===== src/slcd_controller_note_unused.sv =====
`timescale 1ns/1ps


===== src/slcd_pkg.sv =====
// Functional notes
// - A set pattern bit lights its panel element; a clear bit keeps it dark.
// - Pattern memory has no reset; contents after reset are arbitrary.
// - Bytes of unused backplanes work as ordinary read/write storage.
// - Pattern memory sits at E0-F7, six bytes per backplane, backplanes one to four.
// - Segments ascend LSB to MSB; first byte's three low bits unused, S4 to S48.
// - With a main-clock source, halt switches the controller off.
// - While switched off by halt, all segment and backplane lines are grounded.
// - With the auxiliary oscillator selected, refresh continues through halt.
// - Function or clock source changes take effect only at frame end; the code applies them at once while not running.
// - Halt before a pending auxiliary switch takes effect turns the display off.
// - Source code 000 off, 001 auxiliary, 010/111 reserved, others divide main clock.
// - Mode register: mux ratio bits 7-6, source bits 5-3, frame base bits 2-0.
// - Mux ratio field sets how many backplanes are driven, one to four.
// - Frame base divides reference by 512,386,256,192,128,96,64; 111 reserved.
// - Mux code 00 four backplanes, 01 one, 10 two, 11 three.
// - Main divider codes 011/100/101/110 divide by 32/64/128/256.
// - Frame rate is base frequency divided by active backplane count.
// - On clock source failure all segment and backplane lines go to ground.
package slcd_pkg;
  localparam logic [7:0] ADDR_MODE    = 8'hDC;
  localparam logic [7:0] ADDR_RAM_LO  = 8'hE0;
  localparam logic [7:0] ADDR_RAM_HI  = 8'hF7;
  localparam int         RAM_BYTES    = 24;
  localparam int         BYTES_PER_BP = 6;
  localparam int         NUM_BP       = 4;
  localparam int         SEG_W        = 48;
  localparam logic [7:0] MODE_RESET   = 8'h00;

  localparam logic [2:0] SRC_OFF    = 3'h0;
  localparam logic [2:0] SRC_AUX    = 3'h1;
  localparam logic [2:0] SRC_RSV_A  = 3'h2;
  localparam logic [2:0] SRC_DIV32  = 3'h3;
  localparam logic [2:0] SRC_DIV64  = 3'h4;
  localparam logic [2:0] SRC_DIV128 = 3'h5;
  localparam logic [2:0] SRC_DIV256 = 3'h6;
  localparam logic [2:0] SRC_RSV_B  = 3'h7;
  localparam logic [8:0] MDIV_32    = 9'h020;
  localparam logic [8:0] MDIV_64    = 9'h040;
  localparam logic [8:0] MDIV_128   = 9'h080;
  localparam logic [8:0] MDIV_256   = 9'h100;

  localparam logic [2:0] FRM_RSV  = 3'h7;
  localparam logic [9:0] FDIV_512 = 10'h200;
  localparam logic [9:0] FDIV_386 = 10'h182;
  localparam logic [9:0] FDIV_256 = 10'h100;
  localparam logic [9:0] FDIV_192 = 10'h0C0;
  localparam logic [9:0] FDIV_128 = 10'h080;
  localparam logic [9:0] FDIV_96  = 10'h060;
  localparam logic [9:0] FDIV_64  = 10'h040;

  localparam logic [1:0] MUX_4 = 2'h0;
  localparam logic [1:0] MUX_1 = 2'h1;
  localparam logic [1:0] MUX_2 = 2'h2;
  localparam logic [1:0] MUX_3 = 2'h3;

  localparam int CLK_MHZ             = 50;
  localparam int AUX_TIMEOUT_US      = 100;
  localparam int AUX_TIMEOUT_CYC_DFLT = AUX_TIMEOUT_US * CLK_MHZ;
  localparam int IDLE_W              = 16;

  typedef struct packed {
    logic [1:0] mux;
    logic [2:0] src;
    logic [2:0] frm;
  } slcd_mode_s;

  typedef struct packed {
    logic [7:0] addr;
    logic       wr;
    logic       rd;
    logic [7:0] wdata;
  } slcd_bus_s;

  typedef struct packed {
    logic [SEG_W-1:0]  seg;
    logic [NUM_BP-1:0] bp;
    logic              invert;
    logic              on;
  } slcd_panel_s;

  typedef enum logic [2:0] {
    ST_OFF  = 3'b001,
    ST_RUN  = 3'b010,
    ST_FAIL = 3'b100
  } slcd_state_e;
endpackage

===== src/slcd_controller.sv =====
`timescale 1ns/1ps
module slcd_controller #(
  parameter int unsigned AUX_TIMEOUT_CYC = slcd_pkg::AUX_TIMEOUT_CYC_DFLT
) (
  input  wire logic                  clk,
  input  wire logic                  reset,
  input  wire slcd_pkg::slcd_bus_s   bus,
  input  wire logic                  halt_exec,
  input  wire logic                  wake_evt,
  input  wire logic                  aux_low_freq_osc,
  output logic      [7:0]            cpu_rdata,
  output slcd_pkg::slcd_panel_s      panel
);
  slcd_pkg::slcd_mode_s  mode_r;
  slcd_pkg::slcd_mode_s  act_r;
  slcd_pkg::slcd_state_e state_r;
  slcd_pkg::slcd_state_e state_nxt;
  logic                  halted_r;
  logic                  aux_s1_r, aux_s2_r, aux_s3_r;
  logic [8:0]            mdiv_cnt_r;
  logic [9:0]            frm_cnt_r;
  logic [1:0]            bp_idx_r;
  logic [1:0]            bp_next;
  logic [slcd_pkg::SEG_W-1:0] seg_r;
  logic [slcd_pkg::SEG_W-1:0] row_q;
  logic                  invert_r;
  logic [slcd_pkg::IDLE_W-1:0] idle_r;
  logic                  rd_ram_r, rd_mode_r;
  logic [7:0]            mode_q_r;
  logic [7:0]            ram_q;
  logic                  ram_hit, mode_hit;
  logic [4:0]            ram_idx;
  logic                  aux_rise, src_main, cfg_ok, main_tick, ref_tick, base_tick, frame_end, aux_lost;
  logic [8:0]            mdiv;
  logic [9:0]            fdiv;
  logic [1:0]            last_bp;
  logic [8:0]            tick_gap_r;
  logic                  gap_valid_r;

  // CPU access decode
  assign ram_hit  = (bus.addr >= slcd_pkg::ADDR_RAM_LO) && (bus.addr <= slcd_pkg::ADDR_RAM_HI);
  assign mode_hit = bus.addr == slcd_pkg::ADDR_MODE;
  assign ram_idx  = 5'(bus.addr - slcd_pkg::ADDR_RAM_LO);

  always_ff @(posedge clk)
  begin
    if (reset)
      mode_r <= slcd_pkg::slcd_mode_s'(slcd_pkg::MODE_RESET);
    else if (bus.wr && mode_hit)
      mode_r <= slcd_pkg::slcd_mode_s'(bus.wdata);
  end

  always_ff @(posedge clk)
  begin
    if (reset)
    begin
      rd_ram_r  <= 1'b0;
      rd_mode_r <= 1'b0;
      mode_q_r  <= 8'h00;
    end
    else
    begin
      rd_ram_r  <= bus.rd && ram_hit;
      rd_mode_r <= bus.rd && mode_hit;
      mode_q_r  <= mode_r;
    end
  end

  // Unmapped reads return zero
  assign cpu_rdata = rd_ram_r ? ram_q : (rd_mode_r ? mode_q_r : 8'h00);

  slcd_pattern_ram u_ram (
    .clk     (clk),
    .wr_en   (bus.wr && ram_hit),
    .cpu_idx (ram_idx),
    .wdata   (bus.wdata),
    .cpu_q_r (ram_q),
    .row_sel (bp_next),
    .row_q_r (row_q)
  );

  // Auxiliary oscillator pin is asynchronous to clk
  always_ff @(posedge clk)
  begin
    if (reset)
    begin
      aux_s1_r <= 1'b0;
      aux_s2_r <= 1'b0;
      aux_s3_r <= 1'b0;
    end
    else
    begin
      aux_s1_r <= aux_low_freq_osc;
      aux_s2_r <= aux_s1_r;
      aux_s3_r <= aux_s2_r;
    end
  end
  assign aux_rise = aux_s2_r && !aux_s3_r;

  // Halt holds until the wake event; a halt in the same cycle wins
  always_ff @(posedge clk)
  begin
    if (reset)
      halted_r <= 1'b0;
    else if (halt_exec)
      halted_r <= 1'b1;
    else if (wake_evt)
      halted_r <= 1'b0;
  end

  always_comb
  begin
    unique case (act_r.src)
      slcd_pkg::SRC_DIV32:  mdiv = slcd_pkg::MDIV_32;
      slcd_pkg::SRC_DIV64:  mdiv = slcd_pkg::MDIV_64;
      slcd_pkg::SRC_DIV128: mdiv = slcd_pkg::MDIV_128;
      default:              mdiv = slcd_pkg::MDIV_256;
    endcase
    unique case (act_r.frm)
      3'h0:    fdiv = slcd_pkg::FDIV_512;
      3'h1:    fdiv = slcd_pkg::FDIV_386;
      3'h2:    fdiv = slcd_pkg::FDIV_256;
      3'h3:    fdiv = slcd_pkg::FDIV_192;
      3'h4:    fdiv = slcd_pkg::FDIV_128;
      3'h5:    fdiv = slcd_pkg::FDIV_96;
      default: fdiv = slcd_pkg::FDIV_64;
    endcase
    unique case (act_r.mux)
      slcd_pkg::MUX_1: last_bp = 2'h0;
      slcd_pkg::MUX_2: last_bp = 2'h1;
      slcd_pkg::MUX_3: last_bp = 2'h2;
      default:         last_bp = 2'h3;
    endcase
  end

  assign src_main = (act_r.src >= slcd_pkg::SRC_DIV32) && (act_r.src <= slcd_pkg::SRC_DIV256);
  // Reserved source or frame codes keep the display dark
  assign cfg_ok   = (src_main || act_r.src == slcd_pkg::SRC_AUX) && act_r.frm != slcd_pkg::FRM_RSV;

  // Main clock is gone in halt, so its divider stops
  always_ff @(posedge clk)
  begin
    if (reset || !src_main || halted_r)
      mdiv_cnt_r <= 9'h000;
    else if (mdiv_cnt_r == mdiv - 9'h001)
      mdiv_cnt_r <= 9'h000;
    else
      mdiv_cnt_r <= mdiv_cnt_r + 9'h001;
  end
  assign main_tick = src_main && !halted_r && (mdiv_cnt_r == mdiv - 9'h001);
  assign ref_tick  = (act_r.src == slcd_pkg::SRC_AUX) ? aux_rise : main_tick;

  // Spacing of main ticks, only trusted after one full undisturbed period
  always_ff @(posedge clk)
  begin
    if (reset || !src_main || halted_r)
    begin
      tick_gap_r  <= 9'h000;
      gap_valid_r <= 1'b0;
    end
    else if (main_tick)
    begin
      tick_gap_r  <= 9'h001;
      gap_valid_r <= 1'b1;
    end
    else
      tick_gap_r <= tick_gap_r + 9'h001;
  end

  // Missing auxiliary edges count as a failed source
  always_ff @(posedge clk)
  begin
    if (reset || aux_rise || act_r.src != slcd_pkg::SRC_AUX)
      idle_r <= '0;
    else if (idle_r != {slcd_pkg::IDLE_W{1'b1}})
      idle_r <= idle_r + 1'b1;
  end
  assign aux_lost = idle_r >= slcd_pkg::IDLE_W'(AUX_TIMEOUT_CYC);

  assign base_tick = state_r == slcd_pkg::ST_RUN && ref_tick && (frm_cnt_r == fdiv - 10'h001);
  assign frame_end = base_tick && (bp_idx_r == last_bp);
  assign bp_next   = (bp_idx_r == last_bp) ? 2'h0 : bp_idx_r + 2'h1;

  // New settings wait for the frame boundary; an idle controller takes them at once
  always_ff @(posedge clk)
  begin
    if (reset)
      act_r <= slcd_pkg::slcd_mode_s'(slcd_pkg::MODE_RESET);
    else if (frame_end || state_r != slcd_pkg::ST_RUN)
      act_r <= mode_r;
  end

  always_comb
  begin
    state_nxt = state_r;
    unique case (state_r)
      slcd_pkg::ST_OFF:
        if (cfg_ok && !halted_r)
          state_nxt = slcd_pkg::ST_RUN;
      slcd_pkg::ST_RUN:
        if (!cfg_ok || (halted_r && act_r.src != slcd_pkg::SRC_AUX))
          state_nxt = slcd_pkg::ST_OFF;
        else if (act_r.src == slcd_pkg::SRC_AUX && aux_lost)
          state_nxt = slcd_pkg::ST_FAIL;
      slcd_pkg::ST_FAIL:
        if (act_r.src != slcd_pkg::SRC_AUX)
          state_nxt = slcd_pkg::ST_OFF;
        else if (aux_rise)
          state_nxt = slcd_pkg::ST_RUN;
      default:
        state_nxt = slcd_pkg::ST_OFF;
    endcase
  end

  always_ff @(posedge clk)
  begin
    if (reset)
      state_r <= slcd_pkg::ST_OFF;
    else
      state_r <= state_nxt;
  end

  always_ff @(posedge clk)
  begin
    if (reset || state_r != slcd_pkg::ST_RUN)
      frm_cnt_r <= 10'h000;
    else if (ref_tick)
      frm_cnt_r <= (frm_cnt_r == fdiv - 10'h001) ? 10'h000 : frm_cnt_r + 10'h001;
  end

  // Segment row is latched as each backplane slot opens
  always_ff @(posedge clk)
  begin
    if (reset || state_r != slcd_pkg::ST_RUN)
    begin
      bp_idx_r <= 2'h0;
      seg_r    <= '0;
      invert_r <= 1'b0;
    end
    else if (base_tick)
    begin
      bp_idx_r <= bp_next;
      seg_r    <= row_q;
      if (frame_end)
        invert_r <= !invert_r;
    end
  end

  // Everything grounded unless running
  always_comb
  begin
    panel = '0;
    if (state_r == slcd_pkg::ST_RUN)
    begin
      panel.on     = 1'b1;
      panel.seg    = seg_r;
      panel.bp     = 4'h1 << bp_idx_r;
      panel.invert = invert_r;
    end
  end
endmodule // slcd_controller


===== src/slcd_pattern_ram.sv =====
`timescale 1ns/1ps
module slcd_pattern_ram (
  input  wire logic                       clk,
  input  wire logic                       wr_en,
  input  wire logic [4:0]                 cpu_idx,
  input  wire logic [7:0]                 wdata,
  output logic      [7:0]                 cpu_q_r,
  input  wire logic [1:0]                 row_sel,
  output logic      [slcd_pkg::SEG_W-1:0] row_q_r
);
  // No reset: contents are arbitrary after power-up
  logic [7:0] mem [slcd_pkg::RAM_BYTES];

  always_ff @(posedge clk)
  begin
    if (wr_en)
      mem[cpu_idx] <= wdata;
    cpu_q_r <= mem[cpu_idx];
  end

  // Byte k of a backplane lands on bits 8k+7..8k, LSB = lowest segment
  for (genvar k = 0; k < slcd_pkg::BYTES_PER_BP; k++)
  begin : g_row
    always_ff @(posedge clk)
    begin
      row_q_r[k*8 +: 8] <= mem[5'(row_sel) * 5'(slcd_pkg::BYTES_PER_BP) + 5'(k)];
    end
  end
endmodule // slcd_pattern_ram


===== config.mk =====
export PLATFORM = sky130hd
export DESIGN_NAME = slcd_controller
export DESIGN_NICKNAME = d
export VERILOG_FILES = /design/src/slcd_controller_note_unused.sv /design/src/slcd_pkg.sv /design/src/slcd_controller.sv /design/src/slcd_pattern_ram.sv
export SDC_FILE = /design/constraint.sdc
export NUM_CORES = 1
export LEC_CHECK = 0
export ABC_AREA = 1
export BUFFER_PORTS_ARGS = -buffer_cell sky130_fd_sc_hd__buf_2
export CORE_MARGIN = 3
export CORE_UTILIZATION = 58
export CTS_CLUSTER_DIAMETER = 200
export DETAILED_ROUTE_END_ITERATION = 8
export PLACE_DENSITY_LB_ADDON = 0.2
export SKIP_LAST_GASP = 1
export SYNTH_ARGS = -nofsm -noshare
export SYNTH_HDL_FRONTEND = slang
export SYNTH_SLANG_ARGS = --single-unit

===== constraint.sdc =====
create_clock -name clk -period 3.2 [get_ports clk]
set_input_delay 0.16 -clock clk [delete_from_list [all_inputs] [get_ports clk]]
set_output_delay 0.16 -clock clk [all_outputs]
set_load 0.01 [all_outputs]

# After elaboration in Yosys (flattened, before gate mapping)
# Memory sizes are Yosys's and may differ from the RTL's. A register that Yosys moved wholly into a read port is not among the register bits.
# Index checks and enable logic that the tools add are counted.
[word_totals]
ff_bits = 119
ramBits = 192
output_inout_bits = 62
memories = 1
[classes]
n_addsub = 12
mul = 1
n_lt_le_gt_ge = 5
n_eq_ne = 26
shifts = 1
muxes = 19
reduce_logical = 34
[mem_list]
columns = ["name", "depth", "word_bits", "read_ports", "rd_ports_with_merged_regs", "wr", "line_no", "text"]
rows = [
  ["u_ram.mem", 24, 8, 7, 7, 1, "slcd_pattern_ram.sv:12", "logic [7:0] mem [slcd_pkg::RAM_BYTES];"],
]
[ops]
columns = ["cell", "n"]
rows = [
  ["$pmux 10 s6", 1],
  ["$mux 54", 1],
  ["$pmux 9 s3", 1],
  ["$add 16x1->16 const B", 1],
  ["$ge 16x13->1 const B", 1],
  ["$logic_and 1x1->1", 16],
  ["$mux 8", 2],
  ["$ne 16x16->1 const B", 1],
  ["$eq 3x3->1 const B", 5],
  ["$mux 3", 5],
  ["$eq 3x2->1 const B", 4],
  ["$add 10x1->10 const B", 1],
  ["$add 5x2->5 const B", 2],
  ["$add 5x3->5 const B", 2],
  ["$eq 10x10->1", 1],
  ["$mux 10", 1],
  ["$sub 10x1->10 const B", 1],
  ["$add 9x1->9 const B", 1],
  ["$eq 3x1->1 const B", 3],
  ["$eq 9x9->1", 1],
  ["$ne 3x3->1 const B", 3],
  ["$pmux 3 s3", 1],
  ["$sub 9x1->9 const B", 1],
  ["$eq 8x8->1 const B", 1],
  ["other kinds (25)", 41],
]

# Longest topological paths before layout
[logic_depth]
depth_word = 10
mapped_depth = 18
depth_no_buf = 15

# Modules after synthesis
# Synthesis repeated with hierarchy kept, for this count alone.
[hier_totals]
cells_unflattened = 2518
area_unflattened_um2 = 19174.6
[by_module_without_submodules]
columns = ["mod", "n_inst", "cells_each", "area_per_inst_um2"]
rows = [
  ["slcd_pattern_ram", 1, 1666, 13235.2],
  ["slcd_controller", 1, 852, 5939.4],
]

# Worst setup path after synthesis
# No wires, ideal clock.
[synth_path]
path_kind = "flip-flop to flip-flop"
from = "register act_r[7] (netlist name)"
to = "register u_ram.row_q_r[32] (netlist name), read port of u_ram.mem"
setup_ns = 0.114
t_arrival_ns = 2.809
t_required_ns = 3.086
setup_slack_ns = 0.277
path_stages_with_launch = 17
cell_sequence = "dfxtp_1 -> inv_1 -> ha_1 -> xor2_1 -> nand3_2 -> nand2_2 -> buf_4 -> buf_2 -> buf_2 -> ha_1 -> clkbuf_1 -> inv_2 -> clkbuf_1 -> clkbuf_1 -> nand3_1 -> nand3_1 -> nand2_1"
[synth_via]
elab_chain_cells = 6
word_cells_on_any_way = 8
cone_classes = "1 x add/sub; 1 x mul; 4 x eq/ne; 2 x mux"
[synth_lines]
columns = ["item", "line_no", "text"]
rows = [
  ["start: declaration", "slcd_controller.sv:15", "slcd_pkg::slcd_mode_s act_r;"],
  ["start signal: assignment", "slcd_controller.sv:188", "act_r <= slcd_pkg::slcd_mode_s'(slcd_pkg::MODE_RESET);"],
  ["start signal: assignment", "slcd_controller.sv:190", "act_r <= mode_r;"],
  ["$eq 2x2->1 / $eq 2x1->1 (equally long branches)", "slcd_controller.sv:128", "unique case (act_r.mux)"],
  ["$pmux 2 s3 *", "slcd_controller.sv:128", ""],
  ["$eq 2x2->1 *", "slcd_controller.sv:182", "assign bp_next = (bp_idx_r == last_bp) ? 2'h0 : bp_idx_r + 2'h1;"],
  ["$mux 2 *", "slcd_controller.sv:182", ""],
  ["$mul 2x2->4 *", "slcd_pattern_ram.sv:26", "row_q_r[k*8 +: 8] <= mem[5'(row_sel) * 5'(slcd_pkg::BYTES_PER_BP) + 5'(k)];"],
  ["$add 5x3->5 *", "slcd_pattern_ram.sv:26", ""],
  ["end: declaration", "slcd_pattern_ram.sv:9", "output logic [slcd_pkg::SEG_W-1:0] row_q_r"],
]
# Every way passes the cells marked *; elsewhere a longest branch is shown, timed or not.
# A chain may end at the register's enable or synchronous reset.

# Worst setup path in the final report
[layout_path]
from = "register act_r[7] (netlist name)"
to = "register u_ram.row_q_r[25] (netlist name), read port of u_ram.mem"
[layout_via]
elab_chain_cells = 6
word_cells_on_any_way = 8
cone_classes = "1 x add/sub; 1 x mul; 4 x eq/ne; 2 x mux"
[layout_lines]
columns = ["item", "line_no", "text"]
rows = [
  ["$eq 2x2->1 / $eq 2x1->1 (equally long branches)", "slcd_controller.sv:128", ""],
  ["$pmux 2 s3 *", "slcd_controller.sv:128", ""],
  ["$eq 2x2->1 *", "slcd_controller.sv:182", ""],
  ["$mux 2 *", "slcd_controller.sv:182", ""],
  ["via bp_next[1]", "slcd_controller.sv:23", "logic [1:0] bp_next;"],
  ["$mul 2x2->4 *", "slcd_pattern_ram.sv:26", ""],
  ["$add 5x2->5 *", "slcd_pattern_ram.sv:26", ""],
]
# Mark *: on every way through the listed nets, which the timed path passes. The rest lies on a longest branch.

==> metrics.txt <==
outcome=finished clean; area leader, netlist=edfxtp_1; Placed Cells=2677; Synth Warn #=0; EDFF count, synth=192; hold path startpoint=reset; total CTS buffers=40; DIE HEIGHT=183 microns; post-synthesis area per instance=8.00 sq um; worst-case clock skew=around 0.019 ns; layout cells sized above 1=9.96%; clock slew at reported path FFs=0.06 ns; initial DRC count=2533; HP Class=in2reg; Ant. Diodes=0; Slew Limit Headroom=35.2%; Final Hold Vio Count=0; Power, Total=10.1 mW; boundary pin count=85; row count=64; Max FO, Critical Path=14; crit-path max cell delay=0.41 ns; Final min period=between 2 and 3 ns; Slew Viols, Final=0; post-synth top area share=31.8%; cts repair resizes=0; Min Hold Slack=about 0.080 ns; CP required=3.59 ns; LEAKAGE=roughly 8.6 nW; Slowest-stage cell, CP=nand2_1; largest net degree at the start of global routing=90; Min-Delay Endpoint=halted_r; CTS root buf=clkbuf_16; routed wire length=62.4 mm; Pre-antenna DRT Iters=8; worst slew pin tran=0.969 ns; routability cong.=1.04; top cells by count, synth=nand2_1 (553), inv_1 (292), nand3_1 (201); Critical Path Sink Type=flip-flop; area of the mapped netlist=18100 sq um; Area growth, synth to finish=12.6%; # DRC=0; Synth cell types=between 40 and 50; DP HPWL=44.8 mm; Starting Density=59.1%; Tcrit/Tclk final=91.8%; synthesized instance count=2265; fin area=approximately 20000 sq um; clk_lat worst skew=around 0.54 ns; IO Port Bufs=84; total grt overflow=0; antenna violations before repair=2; clk buf depth=3; Post-Syn Nets=about 2300; Die W=183 microns; max cap viols=0; reg2reg setup slack=0.26 ns; critical path class=reg2reg; first-pass GRT wire length=approximately 94 mm; Arr. time, crit path=3.33 ns; post-route non-filler standard cell count=2756; r2r endpoint=u_ram.row_q_r[25]; Area after DPL=19100 sq um; vias per cell=6.09; routed vias=16800; total global-route track usage=37.1%; Routed wire per std cell=22.6 microns; reg2reg start=act_r[7]; synth top area cells=edfxtp_1 (32%), dfxtp_1 (19%), nand2_1 (11%); CTS H-tree lvls=2; worst path cell trace=inv_1 -> ha_1 -> xor2_1 -> nand3_2 -> nand2_1 -> inv_1 -> ha_4 -> nand2_1 -> nand2_1 -> inv_1 -> a21oi_1 -> o21ai_0; Final setup viols=0; RSZ-0062 raised after global routing=false; Layout Nets=2368; most frequent cell after synthesis=nand2_1; CTS tree=built; Top FF cell, synth=edfxtp_1; Power Density=between 400 and 500 nW/um^2; post-route ant nets=0; Worst Hold Path Cells=2; clock sink count=367; async set-reset flop share out of synthesis=0%; CP startpoint kind=flip-flop; fmax=~340 MHz; core box area=just over 30000 sq um; cells on worst reg2reg path=12; die area=around 33000 sq um; Peak supply drop=0.465 mV; number of global-route vias before repair=15200; Seq cells post-synth=367; sequential area share after synthesis=51.2%; Setup TNS=0 ns
-- power breakdown --
part           switching (mW)  total (mW)  internal [mW]
combinational           0.403       0.549          0.145
clock                    1.89        4.51           2.62
sequential             0.0291        5.02           4.99
-- sequential cells by signal (all words and copies together) (netlist names), 2 cells and up --
register       count
mode_q_r           8
frm_cnt_r         10
u_ram.cpu_q_r      8
bp_idx_r           2
u_ram.row_q_r     48
state_r            3
mdiv_cnt_r         9
idle_r            16
seg_r             48
act_r              8
u_ram.mem        192
mode_r             8
-- area by class of cell --
class | instances | area (sq um)
clock buffer | 52 | 1110
clock inverter | 20 | 175
fill | 2555 | 10300
inverter | 306 | 1150
multi-input combinational | 1464 | 7170
sequential | 367 | 9270
tap | 396 | 495
timing repair buffer | 151 | 1040
-- metal layers --
layer  track usage, %  vias to the layer above  wire length, microns  part of all wire, %
li1                 -                     7719                     -                    -
met1             53.7                     7758                 25500                   41
met2             52.2                     1125                 25500                   41
met3             12.0                      173                  8880                   14
met4             13.6                        4                  2480                  4.0
met5                0                        -                    24                0.038
-- critical path: cells and delay by family (launching register included) --
kind	cells	cell delay, ns
buffers and inverters	3	0.34
AOI/OAI and AO/OA	2	0.50
xor gates and xnor gates	1	0.18
DFF	1	0.33
adders and majority gates	2	0.61
and+or+nand+nor	4	0.81
-- cells by family (layout without fill, tap and decap cells) --
family	count (synthesis)	after routing	synth area share, %
AO/OA/AOI/OAI	465	465	15.2
buffers and inverters	434	529	9.40
XOR/XNOR	13	13	0.628
flip-flops	367	367	51.2
AND/OR/NAND/NOR	967	967	22.3
multiplexers	4	4	0.221
adder cells (fa/ha/maj)	15	15	1.04
-- cells in the final DEF (no fill, tap or decap), types with 4 or more instances in the layout --
cell	synthesis	layout
o2111ai_1	10	10
a31oi_1	5	5
o21ai_0	150	150
o221ai_1	10	10
nand4_1	11	11
nand3_1	201	201
buf_4	5	52
xor2_1	10	10
clkbuf_1	77	7
o211ai_1	45	45
buf_12	0	8
clkinv_2	0	9
clkbuf_8	0	4
nand2_1	553	552
clkbuf_16	0	41
ha_1	15	14
o21a_1	5	5
a221oi_1	16	16
nor4_1	6	6
a211oi_1	8	8
nor3_1	15	15
mux2i_1	4	4
clkinv_1	3	5
nand2_2	4	4
inv_2	11	11
dlygate4sd3_1	0	7
nor3b_1	4	4
nor2_1	160	160
inv_1	292	292
a21oi_1	96	96
o22ai_1	38	38
a22oi_1	33	33
buf_2	25	84
edfxtp_1	192	192
o21ai_1	45	45
dfxtp_1	175	175
-- worst max-delay path by stage --
| stage | slack [ns] | end | startpoint |
|---|---|---|---|
| final | 0.26 | u_ram.row_q_r[25] | act_r[7] |
| after floorplan | 0.28 | u_ram.row_q_r[32] | act_r[7] |
| after CTS | 0.28 | seg_r[34] | act_r[5] |
| after global placement | 0.35 | u_ram.row_q_r[25] | act_r[7] |
| after detailed placement | 0.33 | seg_r[31] | act_r[5] |
| after global routing | 0.003 | seg_r[35] | act_r[5] |
-- what timing repair did --
action / CTS / global route
hold buffers: 7 / 0
setup buffers: 0 / 0
endpoints found under the hold margin: 4 / 0
endpoints found under the setup margin: 0 / 1
-- through the flow --
stage	util, %	worst slack [ns]
4_1_cts	66.5	0.284
5_1_grt	66.5	0.00327
3_5_place_dp	62.1	0.329
3_3_place_gp	62.1	0.353
6_report	66.5	0.262
2_1_floorplan	-	0.277
No activity file was read; power rests on OpenSTA's default activity.
